### config.mk
export PLATFORM = sky130hd
export DESIGN_NAME = cesf_status
export DESIGN_NICKNAME = d
export VERILOG_FILES = /design/src/core/cesf_cfg_check.v /design/src/core/cesf_status.v
export VERILOG_INCLUDE_DIRS = /design/src /design/src/core
export SDC_FILE = /design/constraint.sdc
export NUM_CORES = 1
export LEC_CHECK = 0
export BUFFER_PORTS_ARGS = -buffer_cell sky130_fd_sc_hd__buf_4
export CORE_UTILIZATION = 50
export DETAILED_ROUTE_END_ITERATION = 7
export GPL_TIMING_DRIVEN = 1
export PLACE_DENSITY = 0.83
export SYNTH_ARGS = -nofsm -noshare
export SYNTH_HDL_FRONTEND = slang
export SYNTH_SLANG_ARGS = --single-unit
export TNS_END_PERCENT = 10
### constraint.sdc
create_clock -name mclk_i -period 2.05 [get_ports mclk_i]
set_input_delay 0.1025 -clock mclk_i [delete_from_list [all_inputs] [get_ports mclk_i]]
set_output_delay 0.1025 -clock mclk_i [all_outputs]
set_load 0.01 [all_outputs]
### src/core/cesf_map.vh
// register offsets, field positions and reset values of the crypto status-flag block
`ifndef CESF_MAP_VH
`define CESF_MAP_VH

// ************************************************************
// register word offsets
// ************************************************************
`define CESF_ADDR_W         4
`define CESF_DATA_W         16
`define CESF_OFS_STATUS     4'h0
`define CESF_OFS_CONTROL    4'h1
`define CESF_OFS_CONFIG     4'h2
`define CESF_OFS_EVT        4'h3
`define CESF_OFS_MASK       4'h4

// ************************************************************
// crypto_status bits
// ************************************************************
`define CESF_ST_ENGINE_BUSY 7
`define CESF_ST_TEXT_A_BUSY 6
`define CESF_ST_ABORT       5
`define CESF_ST_WRAP        4
`define CESF_ST_MODE_FAIL   2
`define CESF_ST_KEY_FAIL    1
`define CESF_ST_PGM_FAIL    0

// ************************************************************
// control bits
// ************************************************************
`define CESF_CT_GO          0
`define CESF_CT_WSTROBE     1
`define CESF_CT_MODRST      2
`define CESF_CT_ENABLE      3

// ************************************************************
// config fields
// ************************************************************
`define CESF_CF_OPMODE_LO   0
`define CESF_CF_CIPHER      3
`define CESF_CF_KEYMOD_LO   4
`define CESF_CF_KEYSRC_LO   6
`define CESF_CF_KEY_PAGE_SELECT_LO    10
`define CESF_CF_USED_MSB    13

// ************************************************************
// encodings and event bits
// ************************************************************
`define CESF_OPMODE_CTR     3'h4
`define CESF_OPMODE_LAST    3'h4
`define CESF_EV_DONE        0
`define CESF_EV_ABORT       1
`define CESF_EV_WRAP        2
`define CESF_EV_W           3
`define CESF_RESET_WORD     16'h0000

`endif

### src/core/cesf_cfg_check.v
// configuration checker: mode, key and key-page validity
`timescale 1ns/100ps
`default_nettype none
`include "cesf_map.vh"

module cesf_cfg_check #(
  parameter [15:0] KEY_SRC_OK    = 16'hffff,
  parameter [15:0] PAGE_RESERVED = 16'h0001
) (
  input  wire [2:0]  op_mode_i,
  input  wire        cipher_aes_i,
  input  wire [1:0]  key_mod_i,
  input  wire [3:0]  key_src_i,
  input  wire [3:0]  key_page_i,
  input  wire [15:0] page_locked_i,
  output wire        mode_bad_o,
  output wire        key_bad_o,
  output wire        page_bad_o
);

  // picks one bit of a 16-entry table by a 4-bit index
  function pick16;
    input [15:0] tbl;
    input [3:0]  idx;
    begin
      pick16 = tbl[idx];
    end
  endfunction

  // codes above counter mode are reserved
  assign mode_bad_o = (op_mode_i > `CESF_OPMODE_LAST);

  // des reserves key mode 2, aes reserves key mode 3
  assign key_bad_o  = (cipher_aes_i ? (key_mod_i == 2'h3) : (key_mod_i == 2'h2)) |
                      ~pick16(KEY_SRC_OK, key_src_i);

  assign page_bad_o = pick16(PAGE_RESERVED, key_page_i) | pick16(page_locked_i, key_page_i);

endmodule
`default_nettype wire

### src/core/cesf_status.v
// status-flag logic of the crypto engine with its register port
//
// Operation
// RQ1: status bits 15..8 and 3 read zero
// RQ2: engine busy while cipher or otp operation runs
// RQ3: text-a busy flag; software avoids buffer then
// RQ4: abort set on software go clear; clearable
// RQ5: wrap flag set; blocks go until cleared
// RQ6: mode fail tracks config, blocks write strobe
// RQ7: key fail tracks config, blocks write strobe
// RQ8: program fail on locked page, blocks programming
// RQ9: busy and fail flags cleared by module reset
// RQ10: abort, wrap cleared by reset or go clear
// RQ11: fail flags evaluate while module disabled
// RQ12: busy, key, program fail forced during otp read
// RQ13: forced flags settle after otp read ends
// RQ14: no start while abort flag set
// RQ15: only abort and wrap accept software clearing
//
// Strobed register access and the address map were decided locally.
`timescale 1ns/100ps
`default_nettype none
`include "cesf_map.vh"

module cesf_status #(
  parameter [15:0] KEY_SRC_OK    = 16'hffff,
  parameter [15:0] PAGE_RESERVED = 16'h0001
) (
  input  wire                    mclk_i,
  input  wire                    rst_n_i,
  input  wire [`CESF_ADDR_W-1:0] addr_i,
  input  wire [`CESF_DATA_W-1:0] wdata_i,
  input  wire                    wr_i,
  input  wire                    rd_i,
  output reg  [`CESF_DATA_W-1:0] rdata_o,
  input  wire                    op_running_i,
  input  wire                    op_done_i,
  input  wire                    otp_busy_i,
  input  wire                    otp_read_i,
  input  wire                    otp_done_i,
  input  wire                    text_a_in_use_i,
  input  wire                    counter_wrap_i,
  input  wire [15:0]             page_locked_i,
  output wire                    go_o,
  output wire                    write_strobe_o,
  output wire                    module_enable_o,
  output wire                    start_o,
  output wire                    program_start_o,
  output wire                    irq_o
);

  // ************************************************************
  // registers
  // ************************************************************
  reg        engine_busy_ff;
  reg        text_a_busy_ff;
  reg        abort_ff;
  reg        wrap_ff;
  reg        mode_fail_ff;
  reg        key_fail_ff;
  reg        pgm_fail_ff;
  reg        go_ff;
  reg        wstrobe_ff;
  reg        modrst_ff;
  reg        enable_ff;
  reg [`CESF_CF_USED_MSB:0] cfg_ff;
  reg [`CESF_EV_W-1:0] evt_ff;
  reg [`CESF_EV_W-1:0] mask_ff;
  reg        start_ff;
  reg        pgm_start_ff;

  reg        nxt_engine_busy;
  reg        nxt_text_a_busy;
  reg        nxt_abort;
  reg        nxt_wrap;
  reg        nxt_mode_fail;
  reg        nxt_key_fail;
  reg        nxt_pgm_fail;
  reg        nxt_go;
  reg        nxt_wstrobe;
  reg        nxt_modrst;
  reg        nxt_enable;
  reg [`CESF_CF_USED_MSB:0] nxt_cfg;
  reg [`CESF_EV_W-1:0] nxt_evt;
  reg [`CESF_EV_W-1:0] nxt_mask;
  reg [`CESF_DATA_W-1:0] nxt_rdata;

  wire       mode_bad;
  wire       key_bad;
  wire       page_bad;
  wire [`CESF_DATA_W-1:0] status_word;
  wire [`CESF_DATA_W-1:0] control_word;

  // ************************************************************
  // decoded strobes
  // ************************************************************
  // true when the register port writes the word at the given offset
  function wr_hit;
    input                    wr;
    input [`CESF_ADDR_W-1:0] addr;
    input [`CESF_ADDR_W-1:0] ofs;
    begin
      wr_hit = wr & (addr == ofs);
    end
  endfunction

  wire wr_status  = wr_hit(wr_i, addr_i, `CESF_OFS_STATUS);
  wire wr_control = wr_hit(wr_i, addr_i, `CESF_OFS_CONTROL);
  wire wr_config  = wr_hit(wr_i, addr_i, `CESF_OFS_CONFIG);
  wire wr_evt     = wr_hit(wr_i, addr_i, `CESF_OFS_EVT);
  wire wr_mask    = wr_hit(wr_i, addr_i, `CESF_OFS_MASK);

  wire any_fail   = mode_fail_ff | key_fail_ff | pgm_fail_ff;
  wire ctr_mode   = (cfg_ff[`CESF_CF_OPMODE_LO +: 3] == `CESF_OPMODE_CTR);
  // a counter wrap only counts while a counter-mode operation runs
  wire wrap_hit   = go_ff & ctr_mode & counter_wrap_i;

  // software drops go while hardware has not finished
  wire sw_go_clear = wr_control & go_ff & ~wdata_i[`CESF_CT_GO] & ~op_done_i;
  // hardware ends the operation normally
  wire hw_go_clear = go_ff & op_done_i;
  wire go_request  = wr_control & ~go_ff & wdata_i[`CESF_CT_GO];
  // go is refused while aborted, wrapped, disabled or misconfigured
  wire go_allowed  = ~abort_ff & ~wrap_ff & enable_ff & ~any_fail & ~modrst_ff;  // see RQ14 see RQ5
  wire ws_request  = wr_control & ~wstrobe_ff & wdata_i[`CESF_CT_WSTROBE];
  wire ws_allowed  = ~any_fail & ~modrst_ff & ~otp_read_i;  // see RQ6 see RQ7 see RQ8

  // ************************************************************
  // configuration checker, kept live regardless of module enable
  // ************************************************************
  cesf_cfg_check #(
    .KEY_SRC_OK    (KEY_SRC_OK),
    .PAGE_RESERVED (PAGE_RESERVED)
  ) cesf_cfg_check_inst (
    .op_mode_i     (cfg_ff[`CESF_CF_OPMODE_LO +: 3]),
    .cipher_aes_i  (cfg_ff[`CESF_CF_CIPHER]),
    .key_mod_i     (cfg_ff[`CESF_CF_KEYMOD_LO +: 2]),
    .key_src_i     (cfg_ff[`CESF_CF_KEYSRC_LO +: 4]),
    .key_page_i    (cfg_ff[`CESF_CF_KEY_PAGE_SELECT_LO +: 4]),
    .page_locked_i (page_locked_i),
    .mode_bad_o    (mode_bad),
    .key_bad_o     (key_bad),
    .page_bad_o    (page_bad)
  );

  // ************************************************************
  // control and configuration
  // ************************************************************
  always @* begin
    nxt_modrst  = modrst_ff;
    nxt_enable  = enable_ff;
    nxt_cfg     = cfg_ff;
    nxt_go      = go_ff;
    nxt_wstrobe = wstrobe_ff;
    if (wr_control) begin
      nxt_modrst = wdata_i[`CESF_CT_MODRST];
      nxt_enable = wdata_i[`CESF_CT_ENABLE];
    end
    // config is frozen while an operation is in progress
    if (wr_config && !go_ff) begin
      nxt_cfg = wdata_i[`CESF_CF_USED_MSB:0];
    end
    if (go_request && go_allowed) begin
      nxt_go = 1'b1;
    end else if (sw_go_clear || hw_go_clear) begin
      nxt_go = 1'b0;
    end
    if (ws_request && ws_allowed) begin
      nxt_wstrobe = 1'b1;
    end else if (otp_done_i) begin
      nxt_wstrobe = 1'b0;
    end
    // module reset takes hold one edge after its write, so a go in that
    // same write still starts; software should write the reset on its own
    if (modrst_ff) begin
      nxt_go      = 1'b0;
      nxt_wstrobe = 1'b0;
    end
  end

  // ************************************************************
  // status flags
  // ************************************************************
  always @* begin
    nxt_engine_busy = op_running_i | otp_busy_i | go_ff | wstrobe_ff;  // see RQ2
    nxt_text_a_busy = text_a_in_use_i;  // see RQ3
    // fail flags follow the live config even with the module off; see RQ11
    nxt_mode_fail   = mode_bad;  // see RQ6
    nxt_key_fail    = key_bad;  // see RQ7
    nxt_pgm_fail    = page_bad;  // see RQ8
    // forced high while the otp array is read, released when it ends; see RQ13
    if (otp_read_i) begin
      nxt_engine_busy = 1'b1;  // see RQ12
      nxt_key_fail    = 1'b1;  // see RQ12
      nxt_pgm_fail    = 1'b1;  // see RQ12
    end

    nxt_abort = abort_ff;
    nxt_wrap  = wrap_ff;
    // a normal finish clears the sticky pair, a set in the same cycle still wins
    if (hw_go_clear) begin
      nxt_abort = 1'b0;  // see RQ10
      nxt_wrap  = 1'b0;  // see RQ10
    end
    // software may clear only these two by writing ones
    if (wr_status && wdata_i[`CESF_ST_ABORT]) begin
      nxt_abort = 1'b0;  // see RQ15 see RQ4
    end
    if (wr_status && wdata_i[`CESF_ST_WRAP]) begin
      nxt_wrap = 1'b0;  // see RQ15 see RQ5
    end
    if (sw_go_clear) begin
      nxt_abort = 1'b1;  // see RQ4
    end
    if (wrap_hit) begin
      nxt_wrap = 1'b1;  // see RQ5
    end

    // module reset holds every flag at its reset state
    if (modrst_ff) begin
      nxt_engine_busy = 1'b0;  // see RQ9
      nxt_text_a_busy = 1'b0;  // see RQ9
      nxt_mode_fail   = 1'b0;  // see RQ9
      nxt_key_fail    = 1'b0;  // see RQ9
      nxt_pgm_fail    = 1'b0;  // see RQ9
      nxt_abort       = 1'b0;  // see RQ10
      nxt_wrap        = 1'b0;  // see RQ10
    end
  end

  // ************************************************************
  // interrupt events
  // ************************************************************
  always @* begin
    nxt_mask = mask_ff;
    nxt_evt  = evt_ff;
    if (wr_mask) begin
      nxt_mask = wdata_i[`CESF_EV_W-1:0];
    end
    if (wr_evt) begin
      nxt_evt = evt_ff & ~wdata_i[`CESF_EV_W-1:0];
    end
    // sets come after the clear so a coincident event is kept
    if (hw_go_clear) begin
      nxt_evt[`CESF_EV_DONE] = 1'b1;
    end
    if (sw_go_clear && !modrst_ff) begin
      nxt_evt[`CESF_EV_ABORT] = 1'b1;
    end
    if (wrap_hit && !modrst_ff) begin
      nxt_evt[`CESF_EV_WRAP] = 1'b1;
    end
  end

  // ************************************************************
  // read path
  // ************************************************************
  // unimplemented bits stay tied low
  assign status_word = {8'h00,
                        engine_busy_ff,
                        text_a_busy_ff,
                        abort_ff,
                        wrap_ff,
                        1'b0,
                        mode_fail_ff,
                        key_fail_ff,
                        pgm_fail_ff};  // see RQ1

  assign control_word = {12'h000, enable_ff, modrst_ff, wstrobe_ff, go_ff};

  always @* begin
    nxt_rdata = `CESF_RESET_WORD;
    if (rd_i) begin
      case (addr_i)
        `CESF_OFS_STATUS: begin
          nxt_rdata = status_word;
        end
        `CESF_OFS_CONTROL: begin
          nxt_rdata = control_word;
        end
        `CESF_OFS_CONFIG: begin
          nxt_rdata = {{(`CESF_DATA_W-1-`CESF_CF_USED_MSB){1'b0}}, cfg_ff};
        end
        `CESF_OFS_EVT: begin
          nxt_rdata = {{(`CESF_DATA_W-`CESF_EV_W){1'b0}}, evt_ff};
        end
        `CESF_OFS_MASK: begin
          nxt_rdata = {{(`CESF_DATA_W-`CESF_EV_W){1'b0}}, mask_ff};
        end
        default: begin
          nxt_rdata = `CESF_RESET_WORD;
        end
      endcase
    end
  end

  // ************************************************************
  // state
  // ************************************************************
  always @(posedge mclk_i or negedge rst_n_i) begin
    if (!rst_n_i) begin
      engine_busy_ff <= 1'b0;
      text_a_busy_ff <= 1'b0;
      abort_ff       <= 1'b0;
      wrap_ff        <= 1'b0;
      mode_fail_ff   <= 1'b0;
      key_fail_ff    <= 1'b0;
      pgm_fail_ff    <= 1'b0;
      go_ff          <= 1'b0;
      wstrobe_ff     <= 1'b0;
      modrst_ff      <= 1'b0;
      enable_ff      <= 1'b0;
      cfg_ff         <= {(`CESF_CF_USED_MSB+1){1'b0}};
      evt_ff         <= {`CESF_EV_W{1'b0}};
      mask_ff        <= {`CESF_EV_W{1'b0}};
      start_ff       <= 1'b0;
      pgm_start_ff   <= 1'b0;
      rdata_o        <= `CESF_RESET_WORD;
    end else begin
      engine_busy_ff <= nxt_engine_busy;
      text_a_busy_ff <= nxt_text_a_busy;
      abort_ff       <= nxt_abort;
      wrap_ff        <= nxt_wrap;
      mode_fail_ff   <= nxt_mode_fail;
      key_fail_ff    <= nxt_key_fail;
      pgm_fail_ff    <= nxt_pgm_fail;
      go_ff          <= nxt_go;
      wstrobe_ff     <= nxt_wstrobe;
      modrst_ff      <= nxt_modrst;
      enable_ff      <= nxt_enable;
      cfg_ff         <= nxt_cfg;
      evt_ff         <= nxt_evt;
      mask_ff        <= nxt_mask;
      start_ff       <= go_request & go_allowed & ~modrst_ff;  // see RQ14
      pgm_start_ff   <= ws_request & ws_allowed & ~modrst_ff;  // see RQ8
      rdata_o        <= nxt_rdata;
    end
  end

  // ************************************************************
  // outputs
  // ************************************************************
  assign go_o            = go_ff;
  assign write_strobe_o  = wstrobe_ff;
  assign module_enable_o = enable_ff;
  assign start_o         = start_ff;
  assign program_start_o = pgm_start_ff;
  assign irq_o           = |(evt_ff & mask_ff);

endmodule
`default_nettype wire

==> flow_summary.ini, run 1 <==
[route]
drtIter0Drc = 98
num_vias = 1603
drt_pass1_iterations = 4
postRouteAntennaNets = 0
wl_per_cell_um = 16.1
wirelength_mm = 4.52
remaining_drc_errors = 0
viasPerCell = 5.70

[clocking]
clock_sinks = 47
cts_tree = yes
root_buffer = clkbuf_8
htree_levels = 2
numCtsBuffers = 5
clkTransAtPathRegs_ns = 0.08
clk_latency_ns = 0.29
cts_buffer_depth = 2

[global_routing]
gr-total-overflow = 0
grt_usage_pct = 22.7
antenna_found_initial = 0
grt_pass1_wl_mm = 7.36
grt_pass1_vias = 1552
grt_start_max_net_pins = 48

[timing]
min_period_ns = 1.68
setup_viol = 0
finalCritPeriodShare_pct = 81.9
skew_ns = 0.00375
rsz0062_at_grt = false
worstMarginPinSlew_ns = 0.577
holdWs_ns = 0.0286
slew_violations = 0
fin_setup_tns_ns = 0
clock.fmax_mhz = 596
slew_headroom_pct = 61.6
finalHoldViolations = 0

[power_and_ir_drop]
pwr-share-comb_pct = 17.1
peakVddDrop_v = 0.000578
seqPwrFrac_pct = 53.2
internal_power_w = 0.00163
switchingPower_w = 0.000531
power_w = 0.00216
leakage_nw = 1.33
switching_share_pct = 24.6
powerDensity_nw_per_um2 = 793
p_clk_share_pct = 29.7

[run]
drv_cap = 0

[die]
die_y_um = 66.4
start_util_pct = 51.8
die_width_um = 66.4
dieArea_sq_um = 4400
fp-row-count = 23
pin_count = 69
core-area_sq_um = 4000

[cells_and_area]
mostFrequentLayoutCell = buf_4
fin_cells = 281
final_cell_mix = buf_4, dfrtp_1, mux2_2
drive_gt1_share_pct = 45.0
fin_nets = 278
fillCellCount = 281
antenna-diode-count = 0
syn2layout_area_growth_pct = 31.4

[setup_path]
rrSetupSlack_ns = 0.37
r2r_end = pgm_fail_ff$_DFF_PN0_
start_kind = flip-flop
r2r_cells = 3
cp.arrival_ns = 1.84
crit_type = reg2reg
cp_max_fo = 7
r2r-start = cfg_ff[10]$_DFFE_PN0P_
end_kind = flip-flop
required_ns = 2.21

[logic_synthesis]
synth_ff_type = dfrtp_1
synth_warnings = 0
synth_edf_count = 0
yosysSeqAreaShare_pct = 56.8
synth_cells = 160
synthArstFlopShare_pct = 100
yosysUniqueCellTypes = 41
syn-mean-instance-area_sq_um = 12.9
netlist_area_sq_um = 2070
ys_seq_elements = 47

[hold_path]
min-delay-start = text_a_in_use_i
min_path_cells = 2
hp-class = in2reg
holdPathEnd = text_a_busy_ff$_DFF_PN0_

[run_status]
outcome = complete, no violations

[place]
placed_cells = 273
dp_hpwl_mm = 3.32
io_buffer_count = 63
place_congestion = 0.821
-- worst max-delay path, stage by stage (launching register included) --
cell and delay [ns]:
dfrtp_1 0.52, mux4_2 0.53, a2111oi_0 0.41, a311oi_1 0.09
-- metal layers --
layer,track usage (%),share of wire (%),vias to the layer above
met2,38.3,53,40
met4,6.12,1.3,0
li1,-,-,738
met3,4.14,3.5,7
met1,30.1,42,818
met5,0,0,-
-- registers in the layout, indices dropped and copies added, names as in the netlist --
| name | flops |
|---|---|
| evt_ff | 3 |
| mask_ff | 3 |
| key_fail_ff | 1 |
| mode_fail_ff | 1 |
| start_o | 1 |
| engine_busy_ff | 1 |
| go_o | 1 |
| wrap_ff | 1 |
| pgm_fail_ff | 1 |
| rdata_o | 14 |
| program_start_o | 1 |
| write_strobe_o | 1 |
| text_a_busy_ff | 1 |
| cfg_ff | 14 |
| abort_ff | 1 |
| modrst_ff | 1 |
| module_enable_o | 1 |
-- logic make-up (layout without fill, tap and decap cells) --
kind of cell / Yosys count / count (layout) / share of synthesized area (%)
mux: 24 / 24 / 14.6
other cells: 1 / 2 / 0.181
compound gates: 28 / 28 / 9.91
buf+inv: 9 / 79 / 2.42
flops: 47 / 47 / 56.8
xor+xnor: 1 / 1 / 0.423
simple gates: 50 / 50 / 15.7
-- power by group through the flow --
stage	registers (W)	logic, W	clock network (W)
after floorplan	0.00113	0.000228	0
after global placement	0.00116	0.000358	0
final	0.00115	0.000369	0.000641
after global routing	0.00117	0.000402	0.000690
after CTS	0.00115	0.000372	0.000649
after detailed placement	0.00117	0.000367	0
-- per-stage QoR --
stage               worst slack [ns]  area (sq um)  util [%]
floorplan                      0.490          2070         -
global placement               0.407          2610      65.2
detailed placement             0.374          2610      65.2
CTS                            0.365          2720      68.0
global route                   0.279          2720      68.0
finish                         0.372          2720      68.0
-- worst max-delay path by stage --
stage	to	slack, ns	depth (start not counted)	from
after floorplan	pgm_fail_ff$_DFF_PN0_	0.49	4	cfg_ff[10]$_DFFE_PN0P_
after global placement	pgm_fail_ff$_DFF_PN0_	0.41	3	cfg_ff[10]$_DFFE_PN0P_
after detailed placement	pgm_fail_ff$_DFF_PN0_	0.37	3	cfg_ff[10]$_DFFE_PN0P_
after CTS	pgm_fail_ff$_DFF_PN0_	0.36	3	cfg_ff[10]$_DFFE_PN0P_
after global routing	pgm_fail_ff$_DFF_PN0_	0.28	3	cfg_ff[10]$_DFFE_PN0P_
final	pgm_fail_ff$_DFF_PN0_	0.37	3	cfg_ff[10]$_DFFE_PN0P_
-- repair_timing --
item | CTS | global route
setup buffers | 0 | 0
resized for setup | 0 | 0
endpoints found under the hold margin | 47 | 0
hold buffers | 1 | 0
-- layout make-up --
cell class	count	area (sq um)	area share (%)
clock inverter	1	30.0	1.10
tap	50	62.6	2.30
inverter	3	11.3	0.414
multi-input combinational	105	848	31.2
clock buffer	6	72.6	2.67
sequential	47	1180	43.2
timing repair buffer	69	520	19.1
-- synthesized netlist by cell type, types with 2 or more instances --
cell type | count | area [sq um]
a31oi_1 | 3 | 18.8
mux4_2 | 3 | 67.6
mux2i_1 | 2 | 20.0
a31o_2 | 2 | 17.5
nor3b_1 | 2 | 15.0
nor4b_1 | 2 | 17.5
a21oi_1 | 3 | 15.0
clkbuf_1 | 2 | 7.51
nand3_1 | 3 | 15.0
nor4b_4 | 2 | 47.6
dfrtp_1 | 47 | 1180
and3_1 | 8 | 50.1
a21o_1 | 3 | 22.5
inv_1 | 3 | 11.3
nand2_1 | 8 | 30.0
buf_4 | 2 | 15.0
a22oi_1 | 11 | 82.6
nor3_1 | 4 | 20.0
nor2_1 | 10 | 37.5
mux2_2 | 19 | 214
Power figures use the tool's default switching activity.
==> run 2, diff against run 1 <==
Clock period 2.05 ns to 1.7 ns, I/O delays scaled along.
==> flow_summary.ini, run 2 (synthesis gave the netlist of run 1 again) <==
[timing]
slew_headroom_pct = 61.8
finalCritPeriodShare_pct = 91.3
rsz0062_at_grt = false
worst_slack_ns = 0.148
worstMarginPinSlew_ns = 0.573
slew_violations = 0
holdWs_ns = 0.00827
min_period_ns = 1.55
skew_ns = 0.00852
fin_setup_tns_ns = 0
finalHoldViolations = 0
clock.fmax_mhz = 644
setup_viol = 0

[power_and_ir_drop]
switching_share_pct = 25.7
leakage_nw = 1.36
powerDensity_nw_per_um2 = 965
switchingPower_w = 0.000686
internal_power_w = 0.00198
seqPwrFrac_pct = 51.5
pwr-share-comb_pct = 17.5
p_clk_share_pct = 31.0
peakVddDrop_v = 0.000792

[setup_path]
cp-endpoint = pgm_fail_ff$_DFF_PN0_
cp_max_fo = 2
r2r_cells = 3
start_kind = flip-flop
crit_start = cfg_ff[10]$_DFFE_PN0P_
r2r-start = cfg_ff[10]$_DFFE_PN0P_
end_kind = flip-flop
r2r_end = pgm_fail_ff$_DFF_PN0_
slowest_delay_ns = 0.50
crit_type = reg2reg
crit_chain = mux4_2, a2111oi_0, a311oi_1
required_ns = 1.87
cp.arrival_ns = 1.72
crit_slowest_cell = mux4_2
rrSetupSlack_ns = 0.15
critPathTopFamily = compound AO/OA/AOI/OAI gates
cp_num_buf_inv = 0
cp.depth = 3

[route]
remaining_drc_errors = 0
drtIter0Drc = 103
viasPerCell = 5.63
wirelength_mm = 4.71
wl_met3_um = 223
drt_pass1_iterations = 4
num_vias = 1610
postRouteAntennaNets = 0
route.met2.wl_mm = 2.42
wl_met1_mm = 2.01
top_layer_used = met4
wl_per_cell_um = 16.5

[place]
dp_slack_ns = 0.164
io_buffer_count = 63
dp_hpwl_mm = 3.33
place_congestion = 0.831
placed_cells = 275

[global_routing]
grt_pass1_vias = 1512
gr-total-overflow = 0
antenna_found_initial = 0
grt_start_max_net_pins = 48
grt_pass1_wl_mm = 7.20
grt_usage_pct = 22.4

[cells_and_area]
antenna-diode-count = 0
syn2layout_area_growth_pct = 33.7
fin_cells = 286
mostFrequentLayoutCell = buf_4
final_util_pct = 69.2
final_cell_mix = buf_4, dfrtp_1, mux2_2
reg_top3 = cfg_ff x14, rdata_o x14
fin_nets = 282
drive_gt1_share_pct = 45.8

[run_status]
outcome = complete, no violations

[hold_path]
min-delay-start = wdata_i[9]
hp-class = in2reg
min_path_cells = 2

[die]
die_width_um = 66.4
die_y_um = 66.4
pin_count = 69
dieArea_sq_um = 4400
core-area_sq_um = 4000
start_util_pct = 51.8
fp-row-count = 23

[clocking]
clk_latency_ns = 0.30
clkTransAtPathRegs_ns = 0.09
root_buffer = clkbuf_8
hold_buffers = 2
numCtsBuffers = 5
cts_buffer_depth = 2
cts_resized = 0
cts_tree = yes
cts_setup_buffers = 0
clock_sinks = 47
htree_levels = 2

[run]
drv_cap = 0
run 2: worst min-delay path by stage:
stage                                   endpoint  slack (ns)
after floorplan             abort_ff$_DFFE_PN0P_       -0.21
after global placement      rdata_o[9]$_DFF_PN0_        0.12
after detailed placement   cfg_ff[9]$_DFFE_PN0P_        0.12
after CTS                 cfg_ff[10]$_DFFE_PN0P_       0.003
after global routing       cfg_ff[9]$_DFFE_PN0P_      0.0007
final                      cfg_ff[9]$_DFFE_PN0P_       0.008
run 2: per-layer routing:
layer	vias to the layer above	global-route usage [%]
li1	742	-
met1	805	29.4
met2	58	36.6
met3	5	3.97
met4	0	9.04
met5	-	0
run 2: stage by stage:
stage | power, W | area (sq um)
6_report | 0.00267 | 2770
3_5_place_dp | 0.00186 | 2620
5_1_grt | 0.00279 | 2770
4_1_cts | 0.00269 | 2760
3_3_place_gp | 0.00184 | 2620
2_1_floorplan | 0.00164 | 2070
run 2: layout make-up:
| cell class | instances | area [sq um] |
|---|---|---|
| Inverter | 3 | 11.3 |
| Timing Repair Buffer | 73 | 556 |
| Sequential cell | 47 | 1180 |
| Clock buffer | 5 | 68.8 |
| Tap cell | 50 | 62.6 |
| Fill cell | 302 | 1230 |
| Multi-Input combinational cell | 105 | 848 |
| Clock inverter | 3 | 46.3 |
run 2: power by group through the flow:
stage / clock network (W) / registers [W] / logic, W
6_report: 0.000828 / 0.00137 / 0.000469
5_1_grt: 0.000887 / 0.00139 / 0.000511
4_1_cts: 0.000845 / 0.00137 / 0.000469
3_5_place_dp: 0 / 0.00140 / 0.000462
3_3_place_gp: 0 / 0.00139 / 0.000451
2_1_floorplan: 0 / 0.00136 / 0.000275
==> run 3, diff against run 2 <==
Clock period 1.7 ns to 1.6 ns, I/O delays scaled along.
==> flow_summary.ini, run 3 (synthesis gave the netlist of run 1 again) <==
[hold_path]
hp-class = in2reg
min_path_cells = 2
holdPathEnd = cfg_ff[12]$_DFFE_PN0P_
min-delay-start = wdata_i[12]

[route]
num_vias = 1656
wl_per_cell_um = 16.3
postRouteAntennaNets = 0
remaining_drc_errors = 0
drtIter0Drc = 81
wirelength_mm = 4.78
viasPerCell = 5.65
drt_pass1_iterations = 5

[setup_path]
cp_max_fo = 2
r2r_end = pgm_fail_ff$_DFF_PN0_
cp.arrival_ns = 1.66
end_kind = flip-flop
start_kind = flip-flop
crit_type = reg2reg
r2r_cells = 3
rrSetupSlack_ns = 0.12
r2r-start = cfg_ff[10]$_DFFE_PN0P_
required_ns = 1.78

[die]
core-area_sq_um = 4000
dieArea_sq_um = 4400
pin_count = 69
die_width_um = 66.4
die_y_um = 66.4
fp-row-count = 23
start_util_pct = 51.8

[place]
io_buffer_count = 63
dp_slack_ns = 0.100
place_congestion = 0.822
dp_hpwl_mm = 3.51

[clocking]
clk_latency_ns = 0.30
clock_sinks = 47
numCtsBuffers = 5
cts_setup_buffers = 0
root_buffer = clkbuf_8
htree_levels = 2
cts_buffer_depth = 2
clkTransAtPathRegs_ns = 0.08
cts_tree = yes

[cells_and_area]
final_cell_mix = buf_4, dfrtp_1, mux2_2
antenna-diode-count = 0
mostFrequentLayoutCell = buf_4
fin_nets = 289
fillCellCount = 285
syn2layout_area_growth_pct = 35.5
reg_top3 = cfg_ff x14, rdata_o x14
drive_gt1_share_pct = 45.7

[timing]
skew_ns = 0.00149
worstMarginPinSlew_ns = 0.568
clock.fmax_mhz = 676
setup_viol = 0
min_period_ns = 1.48
worst_slack_ns = 0.121
finalHoldViolations = 0
fin_setup_tns_ns = 0
finalCritPeriodShare_pct = 92.4
slew_violations = 0
rsz0062_at_grt = false
slew_headroom_pct = 62.1

[power_and_ir_drop]
powerDensity_nw_per_um2 = 958
power_w = 0.00269
peakVddDrop_v = 0.000632
leakage_nw = 1.37

[global_routing]
gr-total-overflow = 0
grt_pass1_wl_mm = 7.69
grt_usage_pct = 23.8
grt_start_max_net_pins = 48
grt_pass1_vias = 1626
antenna_found_initial = 0

[run_status]
outcome = complete, no violations

[run]
drv_cap = 0
[run 3: cell type report]
| cell class | instances | area, sq um | share of cell area [%] |
|---|---|---|---|
| Sequential cell | 47 | 1180 | 41.9 |
| Multi-Input combinational cell | 105 | 850 | 30.3 |
| Timing Repair Buffer | 80 | 618 | 22.0 |
| Clock buffer | 5 | 68.8 | 2.45 |
| Tap cell | 50 | 62.6 | 2.23 |
| Clock inverter | 3 | 20.0 | 0.713 |
| Inverter | 3 | 11.3 | 0.401 |
[run 3: how the worst max path moves through the flow]
stage,from,end,slack [ns],cells after the start
finish,cfg_ff[10]$_DFFE_PN0P_,pgm_fail_ff$_DFF_PN0_,0.12,3
global route,cfg_ff[10]$_DFFE_PN0P_,pgm_fail_ff$_DFF_PN0_,0.02,3
CTS,cfg_ff[10]$_DFFE_PN0P_,pgm_fail_ff$_DFF_PN0_,0.09,3
detailed placement,cfg_ff[10]$_DFFE_PN0P_,pgm_fail_ff$_DFF_PN0_,0.10,3
global placement,cfg_ff[10]$_DFFE_PN0P_,pgm_fail_ff$_DFF_PN0_,0.14,3
floorplan,cfg_ff[10]$_DFFE_PN0P_,pgm_fail_ff$_DFF_PN0_,0.04,4
[run 3: what timing repair did]
item | in CTS | in global routing
hold endpoints to repair | 53 | 0
hold buffers | 7 | 0
gates resized for setup | 0 | 1
setup endpoints to repair | 0 | 1
[run 3: per-stage QoR]
step	instance area, sq um	utilization, %	std cells	hold WS, ns
6_report	2810	70.2	293	0.00484
4_1_cts	2810	70.1	293	0.00224
3_5_place_dp	2650	66.2	278	0.114
5_1_grt	2810	70.2	293	0.00776
2_1_floorplan	2070	-	161	-0.216
3_3_place_gp	2650	66.2	278	0.116
[run 3: power breakdown]
part,internal (W),switching [W],total (W)
combinational,0.000308,0.000209,0.000516
clock,0.000304,0.000404,0.000708
sequential,0.00134,0.000124,0.00146
[run 3: critical path, cell delays in order (launching register included)]
cell,delay [ns]
dfrtp_1,0.37
mux4_2,0.50
a2111oi_1,0.40
a311oi_1,0.09
[run 3: per-layer routing]
metal	vias up	global-route usage [%]	part of all wire (%)
met5	-	0	0
met3	2	4.66	5.2
met2	60	40.1	53
met1	836	30.8	42
li1	758	-	-
met4	0	7.18	0.42
